## src/timer_capture_pkg.sv

```systemverilog
package timer_capture_pkg;

  // Byte offsets of the register words on the bus.
  localparam logic [7:0] OFF_CONTROL = 8'h00;
  localparam logic [7:0] OFF_MODE = 8'h04;
  localparam logic [7:0] OFF_RUN = 8'h08;
  localparam logic [7:0] OFF_COMPARE_ONE = 8'h0C;
  localparam logic [7:0] OFF_COUNTER = 8'h10;
  localparam logic [7:0] OFF_CAPTURE_ZERO = 8'h14;
  localparam logic [7:0] OFF_CAPTURE_ONE = 8'h18;

  // Control register: writable bit mask and value after reset.
  localparam logic [7:0] CONTROL_MASK = 8'hAF;
  localparam logic [7:0] CONTROL_RESET = 8'h00;

  // Mode register field positions.
  localparam int MODE_SOFT_CAPTURE_POS = 6;
  localparam int MODE_TIMING_POS = 4;
  localparam int MODE_CLEAR_POS = 3;
  localparam int MODE_SOURCE_POS = 0;

  // Run register field positions and reset values.
  localparam int RUN_COUNT_POS = 0;
  localparam int RUN_PRESCALER_POS = 2;
  localparam logic RUN_RESET = 1'b0;

  // Reset values of the counting state.
  localparam logic [15:0] COUNT_RESET = 16'h0000;
  localparam logic [15:0] COMPARE_RESET = 16'h0000;
  localparam logic [7:0] PRESCALE_RESET = 8'h00;

  // Capture timing codes.
  typedef enum logic [1:0] {
    CAPT_OFF = 2'b00,
    CAPT_IN0_IN1 = 2'b01,
    CAPT_IN0_BOTH = 2'b10,
    CAPT_MATCH = 2'b11
  } capture_timing_t;

  // Count source code that selects the external pin.
  localparam logic [2:0] SRC_EXT_PIN = 3'b000;

  // Mode fields that steer the channel.
  typedef struct packed {
    capture_timing_t timing;
    logic clear_en;
    logic [2:0] source;
  } mode_t;

  localparam mode_t MODE_RESET = '{timing: CAPT_OFF, clear_en: 1'b0, source: 3'b000};

  // Capture events of one cycle.
  typedef struct packed {
    logic cap0;
    logic cap1;
  } capture_evt_t;

  // Bus response codes.
  localparam logic [1:0] RESP_OKAY = 2'b00;
  localparam logic [1:0] RESP_SLVERR = 2'b10;

  // Prescaler bit mask whose all-ones state marks a tick of the chosen tap.
  function automatic logic [7:0] tap_mask(input logic [2:0] sel);
    logic [7:0] m;
    m = 8'h00;
    unique case (sel)
      3'b000: m = 8'h00;
      3'b001: m = 8'h00;
      3'b010: m = 8'h03;
      3'b011: m = 8'h0F;
      3'b100: m = 8'h1F;
      3'b101: m = 8'h3F;
      3'b110: m = 8'h7F;
      3'b111: m = 8'hFF;
    endcase
    return m;
  endfunction : tap_mask

endpackage : timer_capture_pkg

```

## src/timer_capture_mode_control.sv

```systemverilog
`timescale 1ns/1ps
module timer_capture_mode_control
  import timer_capture_pkg::*;
#(
  parameter int CHANNEL = 2
) (
  input wire logic SYS_CLK,
  input wire logic ARST_N,
  input wire logic [7:0] S_AXI_AWADDR,
  input wire logic S_AXI_AWVALID,
  output logic S_AXI_AWREADY,
  input wire logic [31:0] S_AXI_WDATA,
  input wire logic [3:0] S_AXI_WSTRB,
  input wire logic S_AXI_WVALID,
  output logic S_AXI_WREADY,
  output logic [1:0] S_AXI_BRESP,
  output logic S_AXI_BVALID,
  input wire logic S_AXI_BREADY,
  input wire logic [7:0] S_AXI_ARADDR,
  input wire logic S_AXI_ARVALID,
  output logic S_AXI_ARREADY,
  output logic [31:0] S_AXI_RDATA,
  output logic [1:0] S_AXI_RRESP,
  output logic S_AXI_RVALID,
  input wire logic S_AXI_RREADY,
  input wire logic CAPTURE_INPUT_ZERO,
  input wire logic CAPTURE_INPUT_ONE,
  input wire logic PHASE_INPUT_ZERO,
  input wire logic PHASE_INPUT_ONE,
  input wire logic MATCH_OUT_SEVEN,
  input wire logic MATCH_OUT_EIGHT,
  input wire logic MATCH_OUT_NINE
);

  // Pairing with a two-phase pulse counter follows from the channel number.
  localparam bit PHASE_EVEN = (CHANNEL >= 2) && (CHANNEL % 2 == 0);
  localparam bit PHASE_ODD = (CHANNEL >= 3) && (CHANNEL % 2 == 1);

  // Bus, register, edge and counting state.
  logic aw_held_reg, aw_held_next, w_held_reg, w_held_next;
  logic [7:0] awaddr_reg, awaddr_next, waddr_word, raddr_word;
  logic [31:0] wdata_reg, wdata_next, rdata_reg, rdata_next;
  logic [3:0] wstrb_reg, wstrb_next;
  logic bvalid_reg, bvalid_next, rvalid_reg, rvalid_next, do_write;
  logic [1:0] bresp_reg, bresp_next, rresp_reg, rresp_next;
  logic [7:0] control_reg, control_next;
  mode_t mode_reg, mode_next;
  logic count_run_reg, count_run_next, pres_run_reg, pres_run_next, soft_capture;
  logic [15:0] compare_reg, compare_next;
  logic [3:0] sync1_reg, sync2_reg, sync3_reg, rise, fall;
  logic match_src, match_prev_reg, match_rise, match_fall, tick;
  logic [7:0] pres_reg, pres_next;
  logic [15:0] cnt_reg, cnt_next, hold_reg, hold_next, cap0_reg, cap0_next;
  logic [15:0] cap1_reg, cap1_next, counter_view;
  capture_evt_t evt;

  // Handshake outputs follow the holding state directly.
  assign S_AXI_AWREADY = !aw_held_reg;
  assign S_AXI_WREADY = !w_held_reg;
  assign S_AXI_ARREADY = !rvalid_reg;
  assign S_AXI_BVALID = bvalid_reg;
  assign S_AXI_BRESP = bresp_reg;
  assign S_AXI_RVALID = rvalid_reg;
  assign S_AXI_RRESP = rresp_reg;
  assign S_AXI_RDATA = rdata_reg;
  assign waddr_word = {awaddr_reg[7:2], 2'b00};
  assign raddr_word = {S_AXI_ARADDR[7:2], 2'b00};
  assign do_write = aw_held_reg && w_held_reg && !bvalid_reg;
  assign counter_view = count_run_reg ? cnt_reg : hold_reg;

  // Bus channels: address and data are taken in either order, the response follows both.
  always_comb begin
    aw_held_next = aw_held_reg;
    w_held_next = w_held_reg;
    awaddr_next = awaddr_reg;
    wdata_next = wdata_reg;
    wstrb_next = wstrb_reg;
    bvalid_next = bvalid_reg;
    bresp_next = bresp_reg;
    rvalid_next = rvalid_reg;
    rresp_next = rresp_reg;
    rdata_next = rdata_reg;
    if (S_AXI_AWVALID && !aw_held_reg) begin
      aw_held_next = 1'b1;
      awaddr_next = S_AXI_AWADDR;
    end
    if (S_AXI_WVALID && !w_held_reg) begin
      w_held_next = 1'b1;
      wdata_next = S_AXI_WDATA;
      wstrb_next = S_AXI_WSTRB;
    end
    if (bvalid_reg && S_AXI_BREADY) begin
      bvalid_next = 1'b0;
    end
    if (do_write) begin
      aw_held_next = 1'b0;
      w_held_next = 1'b0;
      bvalid_next = 1'b1;
      bresp_next = (waddr_word <= OFF_CAPTURE_ONE) ? RESP_OKAY : RESP_SLVERR;
    end
    if (rvalid_reg && S_AXI_RREADY) begin
      rvalid_next = 1'b0;
    end
    if (S_AXI_ARVALID && !rvalid_reg) begin
      rvalid_next = 1'b1;
      rresp_next = RESP_OKAY;
      rdata_next = 32'h0000_0000;
      unique case (raddr_word)
        OFF_CONTROL: rdata_next[7:0] = control_reg;
        OFF_MODE: rdata_next[7:0] = {1'b0, 1'b1, mode_reg};
        OFF_RUN: rdata_next[7:0] = {5'b00000, pres_run_reg, 1'b0, count_run_reg};
        OFF_COMPARE_ONE: rdata_next[15:0] = compare_reg;
        OFF_COUNTER: rdata_next[15:0] = counter_view;
        OFF_CAPTURE_ZERO: rdata_next[15:0] = cap0_reg;
        OFF_CAPTURE_ONE: rdata_next[15:0] = cap1_reg;
        default: rresp_next = RESP_SLVERR;
      endcase
    end
  end

  always_ff @(posedge SYS_CLK or negedge ARST_N) begin
    if (!ARST_N) begin
      aw_held_reg <= 1'b0;
      w_held_reg <= 1'b0;
      awaddr_reg <= 8'h00;
      wdata_reg <= 32'h0000_0000;
      wstrb_reg <= 4'h0;
      bvalid_reg <= 1'b0;
      bresp_reg <= RESP_OKAY;
      rvalid_reg <= 1'b0;
      rresp_reg <= RESP_OKAY;
      rdata_reg <= 32'h0000_0000;
    end else begin
      aw_held_reg <= aw_held_next;
      w_held_reg <= w_held_next;
      awaddr_reg <= awaddr_next;
      wdata_reg <= wdata_next;
      wstrb_reg <= wstrb_next;
      bvalid_reg <= bvalid_next;
      bresp_reg <= bresp_next;
      rvalid_reg <= rvalid_next;
      rresp_reg <= rresp_next;
      rdata_reg <= rdata_next;
    end
  end

  // Register writes; a zero in the soft capture bit fires a capture and is not stored.
  always_comb begin
    control_next = control_reg;
    mode_next = mode_reg;
    count_run_next = count_run_reg;
    pres_run_next = pres_run_reg;
    compare_next = compare_reg;
    soft_capture = 1'b0;
    if (do_write && wstrb_reg[0]) begin
      unique case (waddr_word)
        OFF_CONTROL: control_next = wdata_reg[7:0] & CONTROL_MASK;
        OFF_MODE: begin
          mode_next = wdata_reg[MODE_TIMING_POS + 1:MODE_SOURCE_POS];
          soft_capture = !wdata_reg[MODE_SOFT_CAPTURE_POS];
        end
        OFF_RUN: begin
          count_run_next = wdata_reg[RUN_COUNT_POS];
          pres_run_next = wdata_reg[RUN_PRESCALER_POS];
        end
        OFF_COMPARE_ONE: compare_next[7:0] = wdata_reg[7:0];
        default: control_next = control_reg;
      endcase
    end
    if (do_write && wstrb_reg[1] && waddr_word == OFF_COMPARE_ONE) begin
      compare_next[15:8] = wdata_reg[15:8];
    end
  end

  always_ff @(posedge SYS_CLK or negedge ARST_N) begin
    if (!ARST_N) begin
      control_reg <= CONTROL_RESET;
      mode_reg <= MODE_RESET;
      count_run_reg <= RUN_RESET;
      pres_run_reg <= RUN_RESET;
      compare_reg <= COMPARE_RESET;
    end else begin
      control_reg <= control_next;
      mode_reg <= mode_next;
      count_run_reg <= count_run_next;
      pres_run_reg <= pres_run_next;
      compare_reg <= compare_next;
    end
  end

  // Pins pass two flip-flops; the third stage gives the previous level for edges.
  always_ff @(posedge SYS_CLK or negedge ARST_N) begin
    if (!ARST_N) begin
      sync1_reg <= 4'h0;
      sync2_reg <= 4'h0;
      sync3_reg <= 4'h0;
      match_prev_reg <= 1'b0;
    end else begin
      sync1_reg <= {PHASE_INPUT_ONE, PHASE_INPUT_ZERO, CAPTURE_INPUT_ONE, CAPTURE_INPUT_ZERO};
      sync2_reg <= sync1_reg;
      sync3_reg <= sync2_reg;
      match_prev_reg <= match_src;
    end
  end

  // Edges of the pins and of the match output of the assigned timer.
  assign rise = sync2_reg & ~sync3_reg;
  assign fall = ~sync2_reg & sync3_reg;
  assign match_src = (CHANNEL <= 1) ? MATCH_OUT_SEVEN :
                     (CHANNEL <= 3) ? MATCH_OUT_EIGHT :
                     (CHANNEL <= 6) ? MATCH_OUT_NINE : 1'b0;
  assign match_rise = match_src && !match_prev_reg;
  assign match_fall = !match_src && match_prev_reg;

  // Capture edge selection per timing code and channel pairing.
  always_comb begin
    evt = '{cap0: 1'b0, cap1: 1'b0};
    unique case (mode_reg.timing)
      CAPT_OFF: evt = '{cap0: 1'b0, cap1: 1'b0};
      CAPT_IN0_IN1: evt = '{cap0: PHASE_EVEN ? rise[2] : rise[0],
        cap1: PHASE_EVEN ? rise[3] : rise[1]};
      CAPT_IN0_BOTH: evt = '{cap0: PHASE_EVEN ? rise[2] : (PHASE_ODD ? rise[3] : rise[0]),
        cap1: PHASE_EVEN ? fall[2] : (PHASE_ODD ? fall[3] : fall[0])};
      CAPT_MATCH: evt = '{cap0: match_rise, cap1: match_fall};
    endcase
  end

  // Count tick from the external pin or from a prescaler tap.
  assign tick = (mode_reg.source == SRC_EXT_PIN) ? rise[0] :
                (pres_run_reg &&
                 ((pres_reg & tap_mask(mode_reg.source)) == tap_mask(mode_reg.source)));

  // Prescaler, counter, stop value and capture registers.
  always_comb begin
    pres_next = pres_run_reg ? pres_reg + 8'h01 : PRESCALE_RESET;
    hold_next = count_run_reg ? cnt_reg : hold_reg;
    cnt_next = cnt_reg;
    if (!count_run_reg) begin
      cnt_next = COUNT_RESET;
    end else if (tick) begin
      if (mode_reg.clear_en && cnt_reg == compare_reg) begin
        cnt_next = COUNT_RESET;
      end else begin
        cnt_next = cnt_reg + 16'h0001;
      end
    end
    cap0_next = (soft_capture || evt.cap0) ? cnt_reg : cap0_reg;
    cap1_next = evt.cap1 ? cnt_reg : cap1_reg;
  end

  always_ff @(posedge SYS_CLK or negedge ARST_N) begin
    if (!ARST_N) begin
      pres_reg <= PRESCALE_RESET;
      cnt_reg <= COUNT_RESET;
      hold_reg <= COUNT_RESET;
      cap0_reg <= COUNT_RESET;
      cap1_reg <= COUNT_RESET;
    end else begin
      pres_reg <= pres_next;
      cnt_reg <= cnt_next;
      hold_reg <= hold_next;
      cap0_reg <= cap0_next;
      cap1_reg <= cap1_next;
    end
  end

  // Checks on capture, counting and clearing.
  property p_soft_capture;
    @(posedge SYS_CLK) disable iff (!ARST_N)
      (do_write && wstrb_reg[0] && waddr_word == OFF_MODE && !wdata_reg[6])
        |=> (cap0_reg == $past(cnt_reg));
  endproperty
  a_soft_capture: assert property (p_soft_capture) else $error("soft capture missed");
  property p_no_capture_off;
    @(posedge SYS_CLK) disable iff (!ARST_N)
      (mode_reg.timing == CAPT_OFF) |=> $stable(cap1_reg);
  endproperty
  a_no_capture_off: assert property (p_no_capture_off) else $error("capture while off");
  // The second capture source follows the pairing; even paired channels reach both checks, odd paired channels only the first.
  property p_cap1_input_one;
    @(posedge SYS_CLK) disable iff (!ARST_N)
      (mode_reg.timing == CAPT_IN0_IN1 && (PHASE_EVEN ? rise[3] : rise[1]))
        |=> (cap1_reg == $past(cnt_reg));
  endproperty
  a_cap1_input_one: assert property (p_cap1_input_one) else $error("cap1 on in1 rise missed");
  property p_cap1_fall_zero;
    @(posedge SYS_CLK) disable iff (!ARST_N)
      (mode_reg.timing == CAPT_IN0_BOTH && !PHASE_ODD && (PHASE_EVEN ? fall[2] : fall[0]))
        |=> (cap1_reg == $past(cnt_reg));
  endproperty
  a_cap1_fall_zero: assert property (p_cap1_fall_zero) else $error("cap1 on in0 fall missed");
  property p_match_capture;
    @(posedge SYS_CLK) disable iff (!ARST_N)
      (mode_reg.timing == CAPT_MATCH && match_rise && !soft_capture)
        |=> (cap0_reg == $past(cnt_reg)) && $stable(cap1_reg);
  endproperty
  a_match_capture: assert property (p_match_capture) else $error("match capture wrong");
  property p_match_clear;
    @(posedge SYS_CLK) disable iff (!ARST_N)
      (count_run_reg && tick && mode_reg.clear_en && cnt_reg == compare_reg) |=> (cnt_reg == 16'h0000);
  endproperty
  a_match_clear: assert property (p_match_clear) else $error("no clear on match");
  property p_count_up;
    @(posedge SYS_CLK) disable iff (!ARST_N)
      (count_run_reg && tick && !mode_reg.clear_en) |=> (cnt_reg == $past(cnt_reg) + 16'h0001);
  endproperty
  a_count_up: assert property (p_count_up) else $error("counter did not step");
  property p_div1_tick;
    @(posedge SYS_CLK) disable iff (!ARST_N)
      (pres_run_reg && mode_reg.source == 3'b001) |-> tick;
  endproperty
  a_div1_tick: assert property (p_div1_tick) else $error("divide by one not every cycle");
  // The counter still shows its last running value in the first stopped cycle and is zero one later.
  property p_stop_clear;
    @(posedge SYS_CLK) disable iff (!ARST_N)
      (count_run_reg ##1 !count_run_reg)
        |-> (counter_view == $past(cnt_reg)) ##1 (cnt_reg == 16'h0000);
  endproperty
  a_stop_clear: assert property (p_stop_clear) else $error("stop value wrong");

endmodule : timer_capture_mode_control

```

## config.mk

```make
export PLATFORM = sky130hd
export DESIGN_NAME = timer_capture_mode_control
export DESIGN_NICKNAME = d
export VERILOG_FILES = /design/src/timer_capture_pkg.sv /design/src/timer_capture_mode_control.sv
export SDC_FILE = /design/constraint.sdc
export NUM_CORES = 1
export LEC_CHECK = 0
export ABC_AREA = 1
export ABC_CLOCK_PERIOD_IN_PS = 2200
export BUFFER_PORTS_ARGS = -buffer_cell sky130_fd_sc_hd__buf_2
export CORE_MARGIN = 2
export CORE_UTILIZATION = 50
export CTS_BUF_LIST = sky130_fd_sc_hd__clkbuf_16
export DETAILED_ROUTE_END_ITERATION = 6
export PLACE_DENSITY_LB_ADDON = 0.25
export SYNTH_ARGS = -nofsm -noshare
export SYNTH_HDL_FRONTEND = slang
export SYNTH_SLANG_ARGS = --single-unit
```

## constraint.sdc

```tcl
create_clock -name SYS_CLK -period 2.2 [get_ports SYS_CLK]
set_clock_uncertainty 0.15 [all_clocks]
set_input_delay 0.44 -clock SYS_CLK [delete_from_list [all_inputs] [get_ports SYS_CLK]]
set_output_delay 0.44 -clock SYS_CLK [all_outputs]
set_load 0.1 [all_outputs]
```

==> out/results.md <==
| Item | Value | Unit |
| --- | --- | --- |
| Worst slew margin | 0.455 | - |
| Share of the clock period used by the worst path after layout | 0.903 | - |
| Avg Vias per Cell | 5.17 | - |
| Root buf cell | clkbuf_16 | - |
| Number of cells produced by synthesis | 940 | - |
| Min-Delay Path Class | in2reg | - |
| Remaining Overflow, GRT | 0 | - |
| Most frequently used flop master after synthesis | dfrtp_1 | - |
| Initial core utilization | 0.513 | - |
| Endpoints failing hold | 0 | - |
| Worst Setup Start Kind | register | - |
| Gpl congestion | 0.911 | - |
| Number of detailed-route iterations in the first pass | 5 | - |
| Wire length of the first global-routing pass | 29.1 | mm |
| Number of placement rows | 44 | - |
| Run status | completed | - |
| Initial antenna violation count | 0 | - |
| VDD IR-drop max | 0.000918 | V |
| Timing-limited maximum frequency | 0.503 | GHz |
| Static Leakage | 4.33 | nW |
| Cell count along the critical path | 2 | - |
| Number of global-route vias before repair | 5805 | - |
| TritonCTS clock tree | done | - |
| Number of flops mapped to enable cells by yosys | 0 | - |
| Largest buffer count on any clock path | 2 | - |
| Clock latency of the later-clocked register in the worst-skew pair | 0.43 | ns |
| Mapped Avg Cell Area | 7.97 | µm² |
| Detailed Place HPWL | 12.4 | mm |
| Number of nets with antenna violations after routing | 0 | - |
| Finish-stage setup viols | 0 | - |
| Register bit total from synthesis | 158 | - |
| Class of the most critical setup path | reg2out | - |
| Setup repair after global routing missed its margin | no | - |
| Buffers plus inverters on the worst setup path | 2 | - |
| Synthesis warning total | 0 | - |
| Io pins | 107 | - |
| Number of buffers created by CTS | 17 | - |
| Crit path cell chain | clkinvlp_4, buf_2 | - |
| GRT Overall Usage | 0.233 | - |
| Share of cells above drive strength 1 | 0.133 | - |
| Overall routed net length | 18.1 | mm |
| Max-cap check violation count | 0 | - |
| Category of cells accounting for the largest share of critical-path delay | buffers and inverters | - |
| Largest net degree at the start of global routing | 47 | - |
| Horizontal die dimension | 126 | µm |
| Setup TNS Final | 0 | ns |
| Total power density per cell area | 993 | nW/µm² |
| Endpoint arrival time on the critical path | 1.40 | ns |
| Post-route core utilization | 0.595 | - |
| Max Transition Viols Final | 0 | - |
| Post-CTS setup buffers | 0 | - |
| Shortest period the worst path allows | 1.99 | ns |
| Number of violations reported at the end of detailed-routing iteration 0 | 594 | - |
| Quantity of I/O buffers inserted on ports | 63 | - |
| Unique masters post-synth | 36 | - |
| Required time of the critical path | 1.61 | ns |
| Number of vias after detailed routing | 6261 | - |
| Diodes inserted | 0 | - |
| Register area share after synthesis | 0.528 | - |
| DRC errors left | 0 | - |
| Post-synthesis instance area | 7490 | µm² |
| Drt wl/cell | 15.0 | µm |
| Final worst hold slack | 0.0368 | ns |
| Hold path depth | 2 | - |
| Slowest CP cell | dfrtp_4 | - |
| Terminating pin of the worst hold path | S_AXI_BVALID | - |
| Depth of the worst register-to-register path | 6 | - |
| Origin of the worst min-delay path | S_AXI_BREADY | - |
| Type of destination of the critical path | primary output | - |
| Share of synthesized flip-flops with an asynchronous set or reset | 1.00 | - |
| H-tree level count | 4 | - |
| Vertical die dimension | 126 | µm |
| CTS clock-pin slew for the worst setup and hold paths | 0.06 | ns |
| Longest individual stage delay on the worst path | 0.48 | ns |
| Reg2Reg Launch Point | mode_reg[5] | - |
| Die outline area | 16000 | µm² |
| Area Overhead vs Synth | 15.8 | % |
| Final net count | 1082 | - |
| CORE AREA | 14600 | µm² |
| R2R Path End | cap1_reg[1] | - |
| Crit-path max FO | 3 | - |
| Slew at the pin closest to its max-slew limit | 0.815 | ns |
| Setup slack, reg-to-reg | 0.24 | ns |
| Clock Sinks | 158 | - |
==> cell type report <==
type | instances | area, µm²
fill | 1326 | 5910
sequential | 158 | 3960
multi-input combinational | 640 | 2930
timing repair buffer | 91 | 569
clock buffer | 17 | 425
inverter | 106 | 402
tap | 184 | 230
clock inverter | 15 | 161
==> worst max path at each step <==
stage / to / startpoint
2_1_floorplan: S_AXI_RDATA[5] / S_AXI_RVALID
3_3_place_gp: cap1_reg[15] / mode_reg[4]
3_5_place_dp: cap1_reg[15] / mode_reg[4]
4_1_cts: cap1_reg[15] / mode_reg[4]
5_1_grt: cnt_reg[0] / cnt_reg[3]
6_report: S_AXI_ARREADY / S_AXI_RVALID
==> stage by stage <==
step | instance area [µm²] | power (mW) | std cells | setup WS [ns]
CTS | 8650 | 8.64 | 1210 | 0.0753
floorplan | 7560 | 5.18 | 957 | 0.0532
global placement | 8010 | 5.63 | 1173 | 0.207
detailed placement | 8010 | 5.68 | 1173 | 0.0633
finish | 8670 | 8.62 | 1211 | 0.213
global route | 8670 | 9.07 | 1211 | 0.0836
==> logic make-up after synthesis <==
family                   Yosys count  share of synthesized area
AO/OA/AOI/OAI                    143                      0.100
XOR/XNOR                           9                     0.0105
adder cells (fa/ha/maj)            2                    0.00334
buffers and inverters            160                     0.0945
flip-flops                       158                      0.528
multiplexers                       3                    0.00451
other                              1                   0.000501
AND/OR/NAND/NOR                  464                      0.259
==> timing repair <==
action | in CTS | in global routing
gates resized for setup | 0 | 1
hold buffers | 5 | 0
hold endpoints to repair | 43 | 0
setup endpoints to repair | 0 | 16
==> where the power goes <==
part | switching [mW] | total [mW] | internal, mW
Sequential | 0.358 | 3.74 | 3.38
Combinational | 1.41 | 1.91 | 0.506
Clock | 1.11 | 2.96 | 1.85
==> synth_stat cells, drive strengths merged, types with 3 or more instances <==
cell type / count / area (µm²)
nand2: 295 / 1110
dfrtp: 158 / 3950
inv: 105 / 394
o21ai: 93 / 465
nor2: 92 / 363
buf: 44 / 273
a21oi: 42 / 210
nand3: 38 / 200
nand4: 27 / 169
clkbuf: 10 / 37.5
nor3: 7 / 46.3
xor2: 6 / 52.6
mux2: 3 / 33.8
nand3b: 3 / 22.5
xnor2: 3 / 26.3
==> layer usage <==
layer | routed length [µm] | GRT usage | part of all wire | up-vias
li1 | - | - | - | 3106
met1 | 8490 | 0.340 | 0.47 | 2884
met2 | 7880 | 0.338 | 0.43 | 241
met3 | 1340 | 0.0527 | 0.074 | 30
met4 | 412 | 0.0976 | 0.023 | 0
met5 | 0 | 0 | 0 | -
==> cell usage in the layout (no fill, tap or decap), types with 2 or more instances in the layout <==
cell type,netlist,layout
nor2_1,87,87
nand2_2,2,2
o21ai_0,41,41
nor3_1,6,6
conb_1,1,18
ha_1,2,2
buf_12,0,2
dlygate4sd3_1,0,5
o311ai_4,0,2
buf_2,23,62
nand3_1,36,36
inv_2,10,10
nand3b_1,3,3
inv_1,95,98
clkbuf_16,0,17
o21ai_1,52,52
dfrtp_1,158,157
bufinv_16,0,4
buf_4,19,21
clkinv_1,1,8
nand3_2,2,2
mux2_2,3,3
nand4_1,27,27
nand2_1,293,293
xnor2_1,3,3
xor2_1,6,6
nor2_2,4,4
a21oi_1,42,42
a22oi_1,2,2
nor4_2,2,2
No activity file was read; power rests on OpenSTA's default activity.
